[config.mk]
export PLATFORM = sky130hd
export DESIGN_NAME = rcif_top
export DESIGN_NICKNAME = d
export VERILOG_FILES = /design/src/rcif_pkg.sv /design/src/rcif_top.sv
export SDC_FILE = /design/constraint.sdc
export NUM_CORES = 1
export LEC_CHECK = 0
export BUFFER_PORTS_ARGS = -buffer_cell sky130_fd_sc_hd__buf_2
export CAP_MARGIN = 20
export CORE_MARGIN = 2
export CORE_UTILIZATION = 40
export DETAILED_ROUTE_END_ITERATION = 12
export GPL_ROUTABILITY_DRIVEN = 0
export PLACE_DENSITY = 0.65
export SETUP_SLACK_MARGIN = 0.5
export SYNTH_ARGS = -nofsm -noshare
export SYNTH_HDL_FRONTEND = slang
export SYNTH_SLANG_ARGS = --single-unit
[constraint.sdc]
create_clock -name clk_sys_in -period 5.3 [get_ports clk_sys_in]
set_clock_uncertainty 0.15 [all_clocks]
set_input_delay 0.795 -clock clk_sys_in [delete_from_list [all_inputs] [get_ports clk_sys_in]]
set_output_delay 0.795 -clock clk_sys_in [all_outputs]
set_load 0.02 [all_outputs]
[src/rcif_pkg.sv]
package rcif_pkg;
  localparam int FLAG_W = 8;
  localparam int ADDR_W = 12;
  localparam int DATA_W = 32;
  localparam int NREG = 3;
  // register indices; byte address is four times the index
  localparam logic [7:0] IDX_FLAGS_A = 8'hE9;
  localparam logic [7:0] IDX_FLAGS_B = 8'h91;
  localparam logic [7:0] IDX_ERRORS = 8'hBF;
  localparam logic [7:0] IDX_MASK_A = 8'hA0;
  localparam logic [7:0] IDX_MASK_B = 8'hA1;
  localparam logic [7:0] IDX_MASK_E = 8'hA2;
  // slot 0 = flags a, 1 = flags b, 2 = errors
  localparam logic [2:0][7:0] FLAG_IDX = {IDX_ERRORS, IDX_FLAGS_B, IDX_FLAGS_A};
  localparam logic [2:0][7:0] MASK_IDX = {IDX_MASK_E, IDX_MASK_B, IDX_MASK_A};
  localparam logic [2:0][7:0] VALID_BITS = {8'h7F, 8'h3F, 8'hFE};
  localparam logic [7:0] FLAG_RESET = 8'h00;
  localparam logic [7:0] MASK_RESET = 8'h00;
  // field positions
  localparam int A_RX_READY = 2;
  localparam int A_DELIM = 1;
  localparam int B_RESUMED = 5;
  localparam int B_HALTED = 4;
  localparam int B_MANUAL = 3;
  localparam int B_IDLE = 2;
  localparam int B_SENT = 1;
  localparam int B_ACK_SENT = 0;
  localparam int E_REJECT = 6;
  localparam int E_TX_UNDER = 5;
  localparam int E_TX_OVER = 4;
  localparam int E_RX_UNDER = 3;
  localparam int E_RX_OVER = 2;
  localparam int E_ABORT = 1;
  localparam int E_LOCK = 0;
  localparam logic [1:0] RESP_OKAY = 2'h0;
  localparam logic [1:0] RESP_SLVERR = 2'h2;

  function automatic logic [ADDR_W-1:0] rcif_addr(input logic [7:0] idx);
    return {2'h0, idx, 2'h0};
  endfunction : rcif_addr
endpackage : rcif_pkg

[src/rcif_top.sv]
`timescale 1ns/1ps
module rcif_top #(
  parameter int FLAG_W = rcif_pkg::FLAG_W
) (
  input wire logic clk_sys_in,
  input wire logic resetn_in,
  input wire logic [rcif_pkg::ADDR_W-1:0] s_axi_awaddr_in,
  input wire logic s_axi_awvalid_in,
  output logic s_axi_awready_out,
  input wire logic [rcif_pkg::DATA_W-1:0] s_axi_wdata_in,
  input wire logic [3:0] s_axi_wstrb_in,
  input wire logic s_axi_wvalid_in,
  output logic s_axi_wready_out,
  output logic [1:0] s_axi_bresp_out,
  output logic s_axi_bvalid_out,
  input wire logic s_axi_bready_in,
  input wire logic [rcif_pkg::ADDR_W-1:0] s_axi_araddr_in,
  input wire logic s_axi_arvalid_in,
  output logic s_axi_arready_out,
  output logic [rcif_pkg::DATA_W-1:0] s_axi_rdata_out,
  output logic [1:0] s_axi_rresp_out,
  output logic s_axi_rvalid_out,
  input wire logic s_axi_rready_in,
  input wire logic rx_over_threshold_in,
  input wire logic rx_frame_done_in,
  input wire logic rx_more_frames_in,
  input wire logic frame_delimiter_in,
  input wire logic source_lookup_complete_in,
  input wire logic [3:0] rx_misc_events_in,
  input wire logic strobe_proc_resumed_in,
  input wire logic strobe_proc_halted_in,
  input wire logic strobe_proc_manual_irq_in,
  input wire logic radio_entered_idle_in,
  input wire logic frame_sent_in,
  input wire logic ack_frame_sent_in,
  input wire logic radio_disable_strobe_in,
  input wire logic radio_disabled_in,
  input wire logic send_ack_strobe_in,
  input wire logic send_ack_pending_strobe_in,
  input wire logic suppress_ack_strobe_in,
  input wire logic rx_active_in,
  input wire logic transmit_queue_underflow_in,
  input wire logic transmit_queue_overflow_in,
  input wire logic receive_queue_underflow_in,
  input wire logic receive_queue_overflow_in,
  input wire logic reception_aborted_in,
  input wire logic synth_lock_timeout_in,
  input wire logic synth_lock_lost_in,
  input wire logic rx_restart_in,
  output logic synth_fault_out,
  output logic irq_out,
  output logic irq_normal_out,
  output logic irq_error_out
);
  import rcif_pkg::*;

  if (FLAG_W != 8) begin : g_width_check
    $error("rcif_top serves only 8-bit flag registers");
  end

  ////////////////////////////////////////////////////////////////
  logic rst_meta_reg;
  logic rst_sync_reg;
  logic rst_n;

  always_ff @(posedge clk_sys_in or negedge resetn_in) begin
    if (!resetn_in) begin
      rst_meta_reg <= 1'b0;
      rst_sync_reg <= 1'b0;
    end else begin
      rst_meta_reg <= 1'b1;
      rst_sync_reg <= rst_meta_reg;
    end
  end
  assign rst_n = rst_sync_reg;

  ////////////////////////////////////////////////////////////////
  logic rx_ready;
  logic cmd_rejected;
  logic lock_cond;
  logic [2:0][7:0] stat;
  logic [2:0][7:0] stat_prev_reg;
  logic [2:0][7:0] rise;

  assign rx_ready = rx_over_threshold_in | rx_frame_done_in | rx_more_frames_in;
  assign cmd_rejected = (radio_disable_strobe_in & radio_disabled_in)
    | ((send_ack_strobe_in | send_ack_pending_strobe_in
    | suppress_ack_strobe_in) & ~rx_active_in);
  assign lock_cond = synth_lock_timeout_in | (synth_lock_lost_in & rx_active_in);

  assign stat[0] = {rx_misc_events_in, source_lookup_complete_in,
    rx_ready, frame_delimiter_in, 1'b0};
  assign stat[1] = {2'h0, strobe_proc_resumed_in, strobe_proc_halted_in,
    strobe_proc_manual_irq_in, radio_entered_idle_in,
    frame_sent_in, ack_frame_sent_in};
  assign stat[2] = {1'b0, cmd_rejected, transmit_queue_underflow_in,
    transmit_queue_overflow_in, receive_queue_underflow_in,
    receive_queue_overflow_in, reception_aborted_in, lock_cond};
  assign rise = stat & ~stat_prev_reg;

  always_ff @(posedge clk_sys_in or negedge rst_n) begin
    if (!rst_n) begin
      stat_prev_reg <= '0;
    end else begin
      stat_prev_reg <= stat;
    end
  end

  // lock fault held until the receiver is restarted
  logic synth_fault_reg;

  always_ff @(posedge clk_sys_in or negedge rst_n) begin
    if (!rst_n) begin
      synth_fault_reg <= 1'b0;
    end else if (lock_cond) begin
      synth_fault_reg <= 1'b1;
    end else if (rx_restart_in) begin
      synth_fault_reg <= 1'b0;
    end
  end
  assign synth_fault_out = synth_fault_reg;

  ////////////////////////////////////////////////////////////////
  logic wr_fire;
  logic wr_mapped;
  logic [2:0] wsel_flag;
  logic [2:0] wsel_mask;
  logic bvalid_reg;
  logic [1:0] bresp_reg;

  assign wr_fire = s_axi_awvalid_in & s_axi_wvalid_in & ~bvalid_reg;
  assign s_axi_awready_out = wr_fire;
  assign s_axi_wready_out = wr_fire;

  always_comb begin
    wsel_flag = '0;
    wsel_mask = '0;
    wr_mapped = 1'b0;
    for (int r = 0; r < NREG; r++) begin
      if (s_axi_awaddr_in == rcif_addr(FLAG_IDX[r])) begin
        wsel_flag[r] = wr_fire & s_axi_wstrb_in[0];
        wr_mapped = 1'b1;
      end else if (s_axi_awaddr_in == rcif_addr(MASK_IDX[r])) begin
        wsel_mask[r] = wr_fire & s_axi_wstrb_in[0];
        wr_mapped = 1'b1;
      end
    end
  end

  always_ff @(posedge clk_sys_in or negedge rst_n) begin
    if (!rst_n) begin
      bvalid_reg <= 1'b0;
      bresp_reg <= RESP_OKAY;
    end else if (wr_fire) begin
      bvalid_reg <= 1'b1;
      bresp_reg <= wr_mapped ? RESP_OKAY : RESP_SLVERR;
    end else if (s_axi_bready_in) begin
      bvalid_reg <= 1'b0;
    end
  end
  assign s_axi_bvalid_out = bvalid_reg;
  assign s_axi_bresp_out = bresp_reg;

  ////////////////////////////////////////////////////////////////
  logic [2:0][7:0] flag_reg;
  logic [2:0][7:0] flag_next;
  logic [2:0][7:0] mask_reg;
  logic [2:0][7:0] clr;
  logic [2:0][7:0] pend_next;

  for (genvar r = 0; r < NREG; r++) begin : g_reg
    assign clr[r] = wsel_flag[r] ? (~s_axi_wdata_in[7:0] & VALID_BITS[r]) : 8'h00;
    // set wins over a clear in the same cycle
    assign flag_next[r] = ((flag_reg[r] & ~clr[r]) | rise[r]) & VALID_BITS[r];
    assign pend_next[r] = flag_next[r] & mask_reg[r];

    always_ff @(posedge clk_sys_in or negedge rst_n) begin
      if (!rst_n) begin
        flag_reg[r] <= FLAG_RESET;
      end else begin
        flag_reg[r] <= flag_next[r];
      end
    end

    always_ff @(posedge clk_sys_in or negedge rst_n) begin
      if (!rst_n) begin
        mask_reg[r] <= MASK_RESET;
      end else if (wsel_mask[r]) begin
        mask_reg[r] <= s_axi_wdata_in[7:0] & VALID_BITS[r];
      end
    end
  end

  ////////////////////////////////////////////////////////////////
  logic norm_fire;
  logic err_fire;
  logic irq_normal_reg;
  logic irq_error_reg;
  logic irq_level_reg;

  assign norm_fire = (|(rise[0] & mask_reg[0])) | (|(rise[1] & mask_reg[1]))
    | ((wsel_flag[0] | wsel_flag[1]) & (|pend_next[0] | |pend_next[1]));
  assign err_fire = (|(rise[2] & mask_reg[2]))
    | (wsel_flag[2] & (|pend_next[2]));

  always_ff @(posedge clk_sys_in or negedge rst_n) begin
    if (!rst_n) begin
      irq_normal_reg <= 1'b0;
      irq_error_reg <= 1'b0;
      irq_level_reg <= 1'b0;
    end else begin
      irq_normal_reg <= norm_fire;
      irq_error_reg <= err_fire;
      irq_level_reg <= |pend_next;
    end
  end
  assign irq_normal_out = irq_normal_reg;
  assign irq_error_out = irq_error_reg;
  assign irq_out = irq_level_reg;

  ////////////////////////////////////////////////////////////////
  logic rvalid_reg;
  logic [DATA_W-1:0] rdata_reg;
  logic [1:0] rresp_reg;
  logic [7:0] rd_byte;
  logic rd_mapped;
  logic rd_fire;

  assign rd_fire = s_axi_arvalid_in & ~rvalid_reg;
  assign s_axi_arready_out = ~rvalid_reg;

  always_comb begin
    rd_byte = 8'h00;
    rd_mapped = 1'b0;
    for (int r = 0; r < NREG; r++) begin
      if (s_axi_araddr_in == rcif_addr(FLAG_IDX[r])) begin
        rd_byte = flag_reg[r];
        rd_mapped = 1'b1;
      end else if (s_axi_araddr_in == rcif_addr(MASK_IDX[r])) begin
        rd_byte = mask_reg[r];
        rd_mapped = 1'b1;
      end
    end
  end

  always_ff @(posedge clk_sys_in or negedge rst_n) begin
    if (!rst_n) begin
      rvalid_reg <= 1'b0;
      rdata_reg <= '0;
      rresp_reg <= RESP_OKAY;
    end else if (rd_fire) begin
      rvalid_reg <= 1'b1;
      rdata_reg <= {24'h000000, rd_byte};
      rresp_reg <= rd_mapped ? RESP_OKAY : RESP_SLVERR;
    end else if (s_axi_rready_in) begin
      rvalid_reg <= 1'b0;
    end
  end
  assign s_axi_rvalid_out = rvalid_reg;
  assign s_axi_rdata_out = rdata_reg;
  assign s_axi_rresp_out = rresp_reg;
endmodule : rcif_top

Yosys cells after proc, flatten, opt, wreduce, memory -nomap -nowiden:

Cells that the tools add are included.

* equality and inequality tests: 12
* muxes and demuxes: 38
* bitwise operators: 41
* reductions and logical operators: 10

Operator list (count)
* $eq A12 B10 Y1 const B: 12
* $mux W8: 7
* $reduce_or A8 Y1: 6
* $mux W1: 27
* $and A23 B24 Y24: 1
* $and A8 B8 Y8: 3
* $not A23 Y24: 1
* $reduce_or A24 Y1: 1
* $not A8 Y8: 2
* $and A7 B7 Y7: 2
* $and A6 B6 Y6: 2
* $or A1 B1 Y1: 11
* $and A1 B1 Y1: 9
* $and A8 B6 Y8: 1
* $and A8 B7 Y8: 1
* $or A8 B8 Y8: 1
* $mux W7: 1
* $not A7 Y7: 1
* $or A7 B7 Y7: 1
* $mux W6: 1
* $not A6 Y6: 1
* $or A6 B6 Y6: 1
* $reduce_bool A2 Y1: 3
* $mux W2: 2
* $not A1 Y1: 3

* register bits: 80
* bits of input ports: 96
* output and inout bits: 45
* word-level logic and storage cells: 121

Depth between registers and ports, before layout:

Gate-level depths: netlist of run 1.

* depth in word-level cells: 13
* depth in mapped cells: 10
* depth with buffers taken out: 7

Worst setup path after synthesis of run 1:

No wires, ideal clock.

* kind: input-to-reg
* start point: in s_axi_wvalid_in
* end point: reg irq_normal_reg, in the netlist irq_normal_out
* arrival time: 2.392 ns
* required time: 5.021 ns
* setup slack: 2.629 ns
* cell stages on the path: 9
* path buffers: 2
* cells stage by stage: and3b_1 > buf_4 > and4_1 > buf_6 > a31oi_4 > a2111o_1 > a2111oi_2 > and4_1 > o21ai_1

RTL lines
* start: declaration: RTL line rcif_top.sv:12 `input wire logic s_axi_wvalid_in,`
* end signal: assignment: RTL line rcif_top.sv:212 `irq_normal_reg <= norm_fire;`
* end: declaration: RTL line rcif_top.sv:197 `logic irq_normal_reg;`

==> results.cfg, run 1 <==
[outcome]
outcome = complete, no violations

[route]
final_antenna_net_count = 0
first_pass_iters = 5
met3_length_um = 700
avgViaCountPerCell = 5.327
vias = 3175
drc_errors = 0
wl_met2_um = 4472
drt_wl_total_um = 9562
wl_per_cell_um = 16.04
drt_iter0_drc = 253
wl_met1_um = 4197
top_layer = met5

[worst_setup_path]
worstSetupStartpointType = primary input
critical_path_arrival_ns = 3.19
critPathCaptureType = flop
cp.required_ns = 5.37
worstSetupPathType = in -> reg
critical_path_buf_inv_count = 1
slowest_delay_ns = 0.73
cp_common_cell = and4_1
crit_chain = buf_2 -> nor3b_1 -> and4_1 -> a31oi_4 -> a2111o_1 -> a2111oi_2 -> and4_1 -> o21ai_1
critPathTopFamily = simple AND/OR/NAND/NOR gates
slowest_stage = and4_1
crit_fanout = 17

[clocking]
clkSlewWorstSetupHoldPaths_ns = 0.07
cts-resized-gates = 0
cts_tree = done
hold_buffers = 0
h-tree-depth = 3
cts_buffer_depth = 2
post_cts_buffers = 0
cts_root_buf = clkbuf_8
numCtsBuffers = 9
cts_sinks = 78
clkLatencyLatePin_ns = 0.35

[power_and_ir_drop]
power_density_nw_per_um2 = 264.8
peakVddDrop_mv = 0.1160
p_leak_nw = 2.090

[logic_synthesis]
synth_fa_ha_area_share_pct = 0
muxShareOfSynthArea_pct = 5.979
synthTopCellsByArea = dfrtp_1 (49%), mux2_2 (6.0%), buf_4 (5.3%)
synth_top_family_by_area = simple AND/OR/NAND/NOR gates
synth_top_area_share_pct = 49.35
ys_seq_elements = 78
synthCells = 372
yosys_warnings = 0
synthArstFlopShare_pct = 100.0
synth_ff_type = dfrtp_1
synth-edff-count = 0
synth_area_um2 = 3955
syn_avg_cell_area_um2 = 10.63
ys_seq_area_share_pct = 49.35
yosys.area_share.simple_pct = 18.73
synth_compound_area_share_pct = 17.24
synthXorXnorAreaFrac_pct = 0.2214
synth_cell_types = 60
synth_top_area_cell = dfrtp_1

[sta]
drv_slew = 0
fmax_mhz = 319.8
grt_setup_unrepaired = no
fin_tns_setup_ns = 0
hold_viol = 0
slew_headroom_pct = 35.09
fin_crit_sh_pct = 59.00
setup_violations = 0
period_minus_slack_ns = 3.127
worst_pin_slew_ns = 0.9736

[global_route]
overflow = 0
grt_pass1_vias = 2906
grt_pass1_wl_um = 14860
grt_max_degree = 77
antenna_found_initial = 1
grt_use_total_pct = 18.64

[layout]
area_delta_synth_final_pct = 16.64
num_antenna_cells = 0
nFillCells = 906
drive_gt1_share_pct = 30.45
multi_input_area_um2 = 1769
fin_nets = 554
final_area_um2 = 4613
seq_area_um2 = 1956

[placed_design]
io_buffers = 87
postPlaceCellArea_um2 = 4398
dp_hpwl_um = 7072

[floorplanning]
die_area_um2 = 10700
die_h_um = 103.4
rows = 36
start_util_pct = 40.84
coreArea_um2 = 9684
fp.dieW_um = 103.4
ios = 141

[hold_path]
hold_class = in -> async

[job]
cap_viol_max_count = 0
## cell usage after synthesis (4+ instances only)
cell and n:
o21ai_0 29, nor2b_1 14, buf_4 28, o31ai_1 11, inv_1 19, a21oi_1 8, a211oi_1 5, mux2_2 21
dfrtp_1 78, buf_2 4, nand2b_1 10, nor2_1 18, and4_1 4, a222oi_1 5, a22oi_1 11, clkbuf_1 4
nand2_1 25, nand3b_1 5, or3_1 5, a31oi_1 9
## cell type report
| class | instances | area share [%] |
|---|---|---|
| Clock buffer | 12 | 3.146 |
| Clock inverter | 4 | 1.519 |
| Inverter | 19 | 1.546 |
| Multi-Input combinational cell | 263 | 38.35 |
| Sequential cell | 78 | 42.39 |
| Tap cell | 133 | 3.607 |
| Timing Repair Buffer | 87 | 9.439 |
## layout by cell type, fill, tap and decap left out, types with 2 or more instances in the layout
master	netlist	final
a211oi_1	5	5
a21o_1	3	3
a21oi_1	8	8
a221oi_1	3	3
a221oi_2	2	2
a222oi_1	5	5
a22oi_1	11	11
a31oi_1	9	9
and3_1	2	2
and4_1	4	4
buf_2	4	87
bufinv_16	0	2
clkbuf_1	4	2
clkbuf_8	0	10
clkinv_2	0	2
conb_1	2	27
dfrtp_1	78	77
inv_1	19	19
mux2_2	21	21
nand2_1	25	25
nand2b_1	10	10
nand3_1	2	2
nand3b_1	5	5
nand4_1	3	3
nor2_1	18	18
nor2b_1	14	14
nor3_1	3	3
nor3_2	2	2
nor3b_1	2	2
nor3b_2	3	3
nor4_1	3	3
o21ai_0	29	29
o21ai_1	2	2
o31ai_1	11	11
or3_1	5	5
## path summary, 6_finish.rpt
path	start	endpoint	slack [ns]	depth (start not counted)
min in group clk_sys_in	rst_meta_reg	rst_n	0.20	0
max in group asynchronous	rst_n	flag_reg[20]	4.03	0
worst max-delay path	s_axi_awaddr_in[1]	irq_normal_out	2.17	8
worst max register to register	s_axi_bvalid_out	irq_normal_out	2.29	7
worst min-delay path	resetn_in	rst_n	0.06	1
worst min register to register	rst_meta_reg	rst_n	0.20	0
## layer usage
| layer | global-route usage [%] | vias up |
|---|---|---|
| li1 | - | 1479 |
| met1 | 25.63 | 1524 |
| met2 | 29.23 | 151 |
| met3 | 3.226 | 19 |
| met4 | 7.794 | 2 |
| met5 | 0 | - |
## worst reg2reg max path, cell delays in order (launching register included)
cell and delay, ns:
dfrtp_1 0.40, and3b_1 0.34, and4_1 0.72, a31oi_4 0.18
a2111o_1 0.47, a2111oi_2 0.21, and4_1 0.29, o21ai_1 0.12
## kinds of logic (layout without fill, tap and decap cells)
group / after synthesis / in the layout
flops: 78 / 78
other cells: 2 / 27
mux: 21 / 21
simple gates: 117 / 117
buf+inv: 56 / 122
compound gates: 97 / 97
xor+xnor: 1 / 1
## per-stage QoR
| step | hold slack [ns] | instances | power (mW) | setup WS, ns | utilization [%] |
|---|---|---|---|---|---|
| floorplan | 0.1812 | 397 | 0.7086 | 2.629 | - |
| global placement | 0.1898 | 580 | 0.7454 | 1.928 | 45.41 |
| detailed placement | 0.1863 | 580 | 0.7475 | 1.846 | 45.41 |
| CTS | 0.05300 | 596 | 1.238 | 2.214 | 47.64 |
| global route | 0.05398 | 596 | 1.280 | 2.046 | 47.64 |
| finish | 0.06434 | 596 | 1.222 | 2.173 | 47.64 |
## power by group
group	leakage, nW	total, mW	switching (mW)	internal, mW
sequential	0.897	0.624	0.0154	0.608
clock	0.110	0.487	0.210	0.277
combinational	1.08	0.110	0.0714	0.0390
total	2.09	1.22	0.297	0.925
Power figures use the tool's default switching activity.
==> run 2: changes to the inputs <==
==> constraint.sdc (replaced) <==
create_clock -name clk_sys_in -period 3.3 [get_ports clk_sys_in]
set_clock_uncertainty 0.15 [all_clocks]
set_input_delay 0.495 -clock clk_sys_in [delete_from_list [all_inputs] [get_ports clk_sys_in]]
set_output_delay 0.495 -clock clk_sys_in [all_outputs]
set_load 0.02 [all_outputs]
==> run 2 against run 1 <==
Against the previous run: non-clock buffer count increased by 9; total power rose by 56%; cell count up 1.5%; critical path depth fell by 1; clock-buffer cell count fell by 1; highest routed layer is now met4; global-route usage fell by 0.17 points; largest power group unchanged; via count increased by 2.1%; critical endpoint unchanged.
==> results.cfg, run 2 (synthesis gave the netlist of run 1 again) <==
[outcome]
outcome = complete, no violations

[clocking]
clkLatencyLatePin_ns = 0.35
post_cts_buffers = 0
numCtsBuffers = 9
cts_sinks = 78
cts_root_buf = clkbuf_8
cts_buffer_depth = 2
cts_tree = done
h-tree-depth = 3
clkSlewWorstSetupHoldPaths_ns = 0.08

[floorplanning]
rows = 36
fp.dieW_um = 103.4
start_util_pct = 40.84
coreArea_um2 = 9684
ios = 141
die_area_um2 = 10700
die_h_um = 103.4

[placed_design]
dp_hpwl_um = 7171
dp_cells = 588
pre_cts_ws_ns = 0.3740
postPlaceCellArea_um2 = 4458
io_buffers = 87

[route]
drt_iter0_drc = 202
drc_errors = 0
first_pass_iters = 5
wl_met1_um = 4259
final_antenna_net_count = 0
avgViaCountPerCell = 5.360
wl_met2_um = 4453
met3_length_um = 706
top_layer = met4
wl_per_cell_um = 15.78
vias = 3243
drt_wl_total_um = 9544

[sta]
grt_setup_unrepaired = no
fin_tns_setup_ns = 0
worst_pin_slew_ns = 0.9770
slew_headroom_pct = 34.87
fmax_mhz = 383.5
drv_slew = 0
setup_violations = 0
hold_viol = 0
fin_ws_ns = 0.6922
fin_crit_sh_pct = 79.02
period_minus_slack_ns = 2.608
holdWs_ns = 0.1044

[power_and_ir_drop]
p_leak_nw = 2.122
peakVddDrop_mv = 0.1714
power_density_nw_per_um2 = 407.4
power_mw = 1.902

[worst_setup_path]
crit_fanout = 11
slowest_stage = and4_2
cp.required_ns = 3.37
critical_path_arrival_ns = 2.68
worstSetupStartpointType = flop
worstSetupPathType = reg -> reg
critPathCaptureType = flop
crit_chain = and3b_1 -> and4_2 -> a31oi_4 -> a2111o_1 -> a2111oi_2 -> and4_1 -> o21ai_1
critical_path_buf_inv_count = 0
slowest_delay_ns = 0.45
critPathTopFamily = simple AND/OR/NAND/NOR gates

[layout]
final_common_cell = buf_2
final_cell_mix = buf_2 (87), dfrtp_1 (77), o21ai_0 (29)
final_area_um2 = 4669
area_delta_synth_final_pct = 18.06
final_util_pct = 48.22
fin_nets = 563
drive_gt1_share_pct = 31.99
num_antenna_cells = 0
final_cells = 605

[global_route]
grt_use_total_pct = 18.47
grt_pass1_vias = 2913
overflow = 0
grt_pass1_wl_um = 14810
antenna_found_initial = 0
grt_max_degree = 77

[job]
cap_viol_max_count = 0

[hold_path]
hold_class = in -> reg
[run 2: cell count changes in the layout (fill, tap and decap cells not counted), sizes merged]
cell	change
clkinvlp	+2
clkbuf	-1
buf	+8
bufinv	-1
dlygate4sd3	+1
[run 2: area by class of cell]
| cell class | count | area (µm²) |
|---|---|---|
| timing repair buffer | 96 | 505.5 |
| fill | 937 | 5015 |
| multi-input combinational | 263 | 1770 |
| tap | 133 | 166.4 |
| clock inverter | 5 | 58.81 |
| sequential | 78 | 1956 |
| inverter | 19 | 71.32 |
| clock buffer | 11 | 141.4 |
[run 2: report_power, final]
part	total, mW	internal (mW)	leakage (nW)	switching (mW)
combinational	0.181	0.0653	1.13	0.116
clock	0.719	0.370	0.0955	0.349
sequential	1.00	0.977	0.897	0.0252
total	1.90	1.41	2.12	0.489
[run 2: routing by layer]
metal	vias to the layer above	global-route usage, %
li1	1500	-
met1	1569	25.86
met2	162	29.03
met3	12	4.032
met4	0	5.162
met5	-	0
[run 2: timing repair]
item                       CTS  global route
hold buffers                 1             0
hold endpoints to repair     2             0
setup endpoints to repair    0             2
gates resized for setup      0             1
[run 2: path summary, 6_finish.rpt]
path / start / endpoint / slack (ns) / depth (start not counted)
worst min register to register: rst_meta_reg / rst_n / 0.20 / 0
min in group asynchronous: resetn_in / rst_n / 0.30 / 2
worst max-delay path: s_axi_bvalid_out / irq_normal_out / 0.69 / 7
worst min-delay path: strobe_proc_manual_irq_in / stat_prev_reg[11] / 0.10 / 1
worst max register to register: s_axi_bvalid_out / irq_normal_out / 0.69 / 7
max in group asynchronous: rst_n / s_axi_rdata_out[5] / 2.03 / 0
==> run 3: changes to the inputs <==
==> constraint.sdc (replaced) <==
create_clock -name clk_sys_in -period 2.7 [get_ports clk_sys_in]
set_clock_uncertainty 0.15 [all_clocks]
set_input_delay 0.405 -clock clk_sys_in [delete_from_list [all_inputs] [get_ports clk_sys_in]]
set_output_delay 0.405 -clock clk_sys_in [all_outputs]
set_load 0.02 [all_outputs]
==> run 3 against run 2 <==
Against the previous run: sequential cell count is the same; fmax grew 12%; largest cell class unchanged; total power grew 32%; critical endpoint unchanged; register-to-register slack lost 0.32 ns; combinational power grew 43%; critical path depth grew 1; sequential power grew 21%; wire length grew 2.9%.
==> results.cfg, run 3 (synthesis gave the netlist of run 1 again) <==
[clocking]
clkSlewWorstSetupHoldPaths_ns = 0.09
numCtsBuffers = 9
cts_root_buf = clkbuf_8
clkLatencyLatePin_ns = 0.36
cts_tree = done
cts_buffer_depth = 2
h-tree-depth = 3
cts_sinks = 78

[layout]
nFillCells = 888
final_cell_mix = buf_2 (87), dfrtp_1 (76), o21ai_0 (27), conb_1 (27), nand2_1 (25)
drive_gt1_share_pct = 35.76
fin_nets = 586
area_delta_synth_final_pct = 26.32
final_common_cell = buf_2
final_util_pct = 51.59
num_antenna_cells = 0

[route]
first_pass_iters = 5
avgViaCountPerCell = 5.201
drt_wl_total_um = 9823
drt_iter0_drc = 181
wl_per_cell_um = 15.64
drc_errors = 0
final_antenna_net_count = 0
vias = 3266

[floorplanning]
coreArea_um2 = 9684
die_area_um2 = 10700
die_h_um = 103.4
fp.dieW_um = 103.4
rows = 36
start_util_pct = 40.84
ios = 141

[worst_setup_path]
worstSetupStartpointType = flop
r2r_setup_slack_ns = 0.38
crit_fanout = 7
critical_path_arrival_ns = 2.41
rr_startpoint = s_axi_bvalid_out
setup.worst_path.start = s_axi_bvalid_out
critPathCaptureType = flop
cp.required_ns = 2.78
worstSetupPathType = reg -> reg

[sta]
fin_crit_sh_pct = 86.09
fin_ws_ns = 0.3757
fmax_mhz = 430.2
hold_viol = 0
period_minus_slack_ns = 2.324
grt_setup_unrepaired = yes
drv_slew = 0
setup_violations = 0
fin_tns_setup_ns = 0

[power_and_ir_drop]
peakVddDrop_mv = 0.3217
power_mw = 2.511
p_leak_nw = 2.297
power_density_nw_per_um2 = 502.6

[outcome]
outcome = complete, no violations

[hold_path]
hold_class = in -> reg
min-delay-start = rx_misc_events_in[3]

[placed_design]
io_buffers = 87
pre_cts_ws_ns = 0.1047
dp_hpwl_um = 7439

[global_route]
grt_use_total_pct = 19.20
overflow = 0
grt_pass1_vias = 3049
grt_max_degree = 53
grt_pass1_wl_um = 15490
antenna_found_initial = 0

[job]
cap_viol_max_count = 0
## run 3: critical path, cell delays in order (launching register included)
cell and delay [ns]:
dfrtp_2 0.41, and3b_1 0.22, and4_1 0.20, buf_6 0.16, a31oi_4 0.09, a2111o_1 0.41
a2111oi_2 0.20, and4_4 0.28, o21ai_1 0.08
## run 3: what timing repair did
item / in CTS / in global routing
gates cloned: 0 / 0
endpoints found under the hold margin: 6 / 0
hold buffers: 5 / 0
resized for setup: 5 / 17
setup endpoints to repair: 21 / 23
pin swaps: 8 / 7
buffers inserted: 8 / 0
## run 3: power by group
part	internal (mW)	total [mW]	leakage (nW)	switching, mW
Sequential	1.19	1.21	0.896	0.0173
Clock	0.609	1.04	0.119	0.432
Combinational	0.0945	0.258	1.28	0.163
## run 3: layout make-up
cell class                 count  area (µm²)  area share [%]
sequential                    78        1957           39.17
multi-input combinational    263        1849           37.01
timing repair buffer         119       715.7           14.33
tap                          133       166.4           3.331
clock buffer                   9       123.9           2.479
clock inverter                 7       112.6           2.254
inverter                      19       71.32           1.427
## run 3: final timing paths
| kind | endpoint | cells past startpoint |
|---|---|---|
| max reg2reg | irq_normal_out | 8 |
| max | irq_normal_out | 8 |
| min reg2reg | mask_reg[11] | 0 |
| min in group asynchronous | mask_reg[11] | 0 |
| min | stat_prev_reg[7] | 1 |
| max in group asynchronous | s_axi_bvalid_out | 1 |
## run 3: metal layers
layer / global-route usage, % / up-vias / part of all wire [%] / wire [µm]
met5: 0 / - / 0 / 0
met2: 30.72 / 118 / 48 / 4672
li1: - / 1542 / - / -
met1: 26.73 / 1597 / 45 / 4432
met4: 4.858 / 0 / 1.1 / 105
met3: 4.099 / 9 / 6.2 / 611
## run 3: metrics by stage
step	cells	area, µm²	hold slack (ns)
final	628	4996	0.01738
after CTS	628	4940	0.001189
after global routing	628	4996	0.004722
after floorplan	397	4065	-0.04059
after global placement	599	4563	0.04121
after detailed placement	599	4563	0.04195
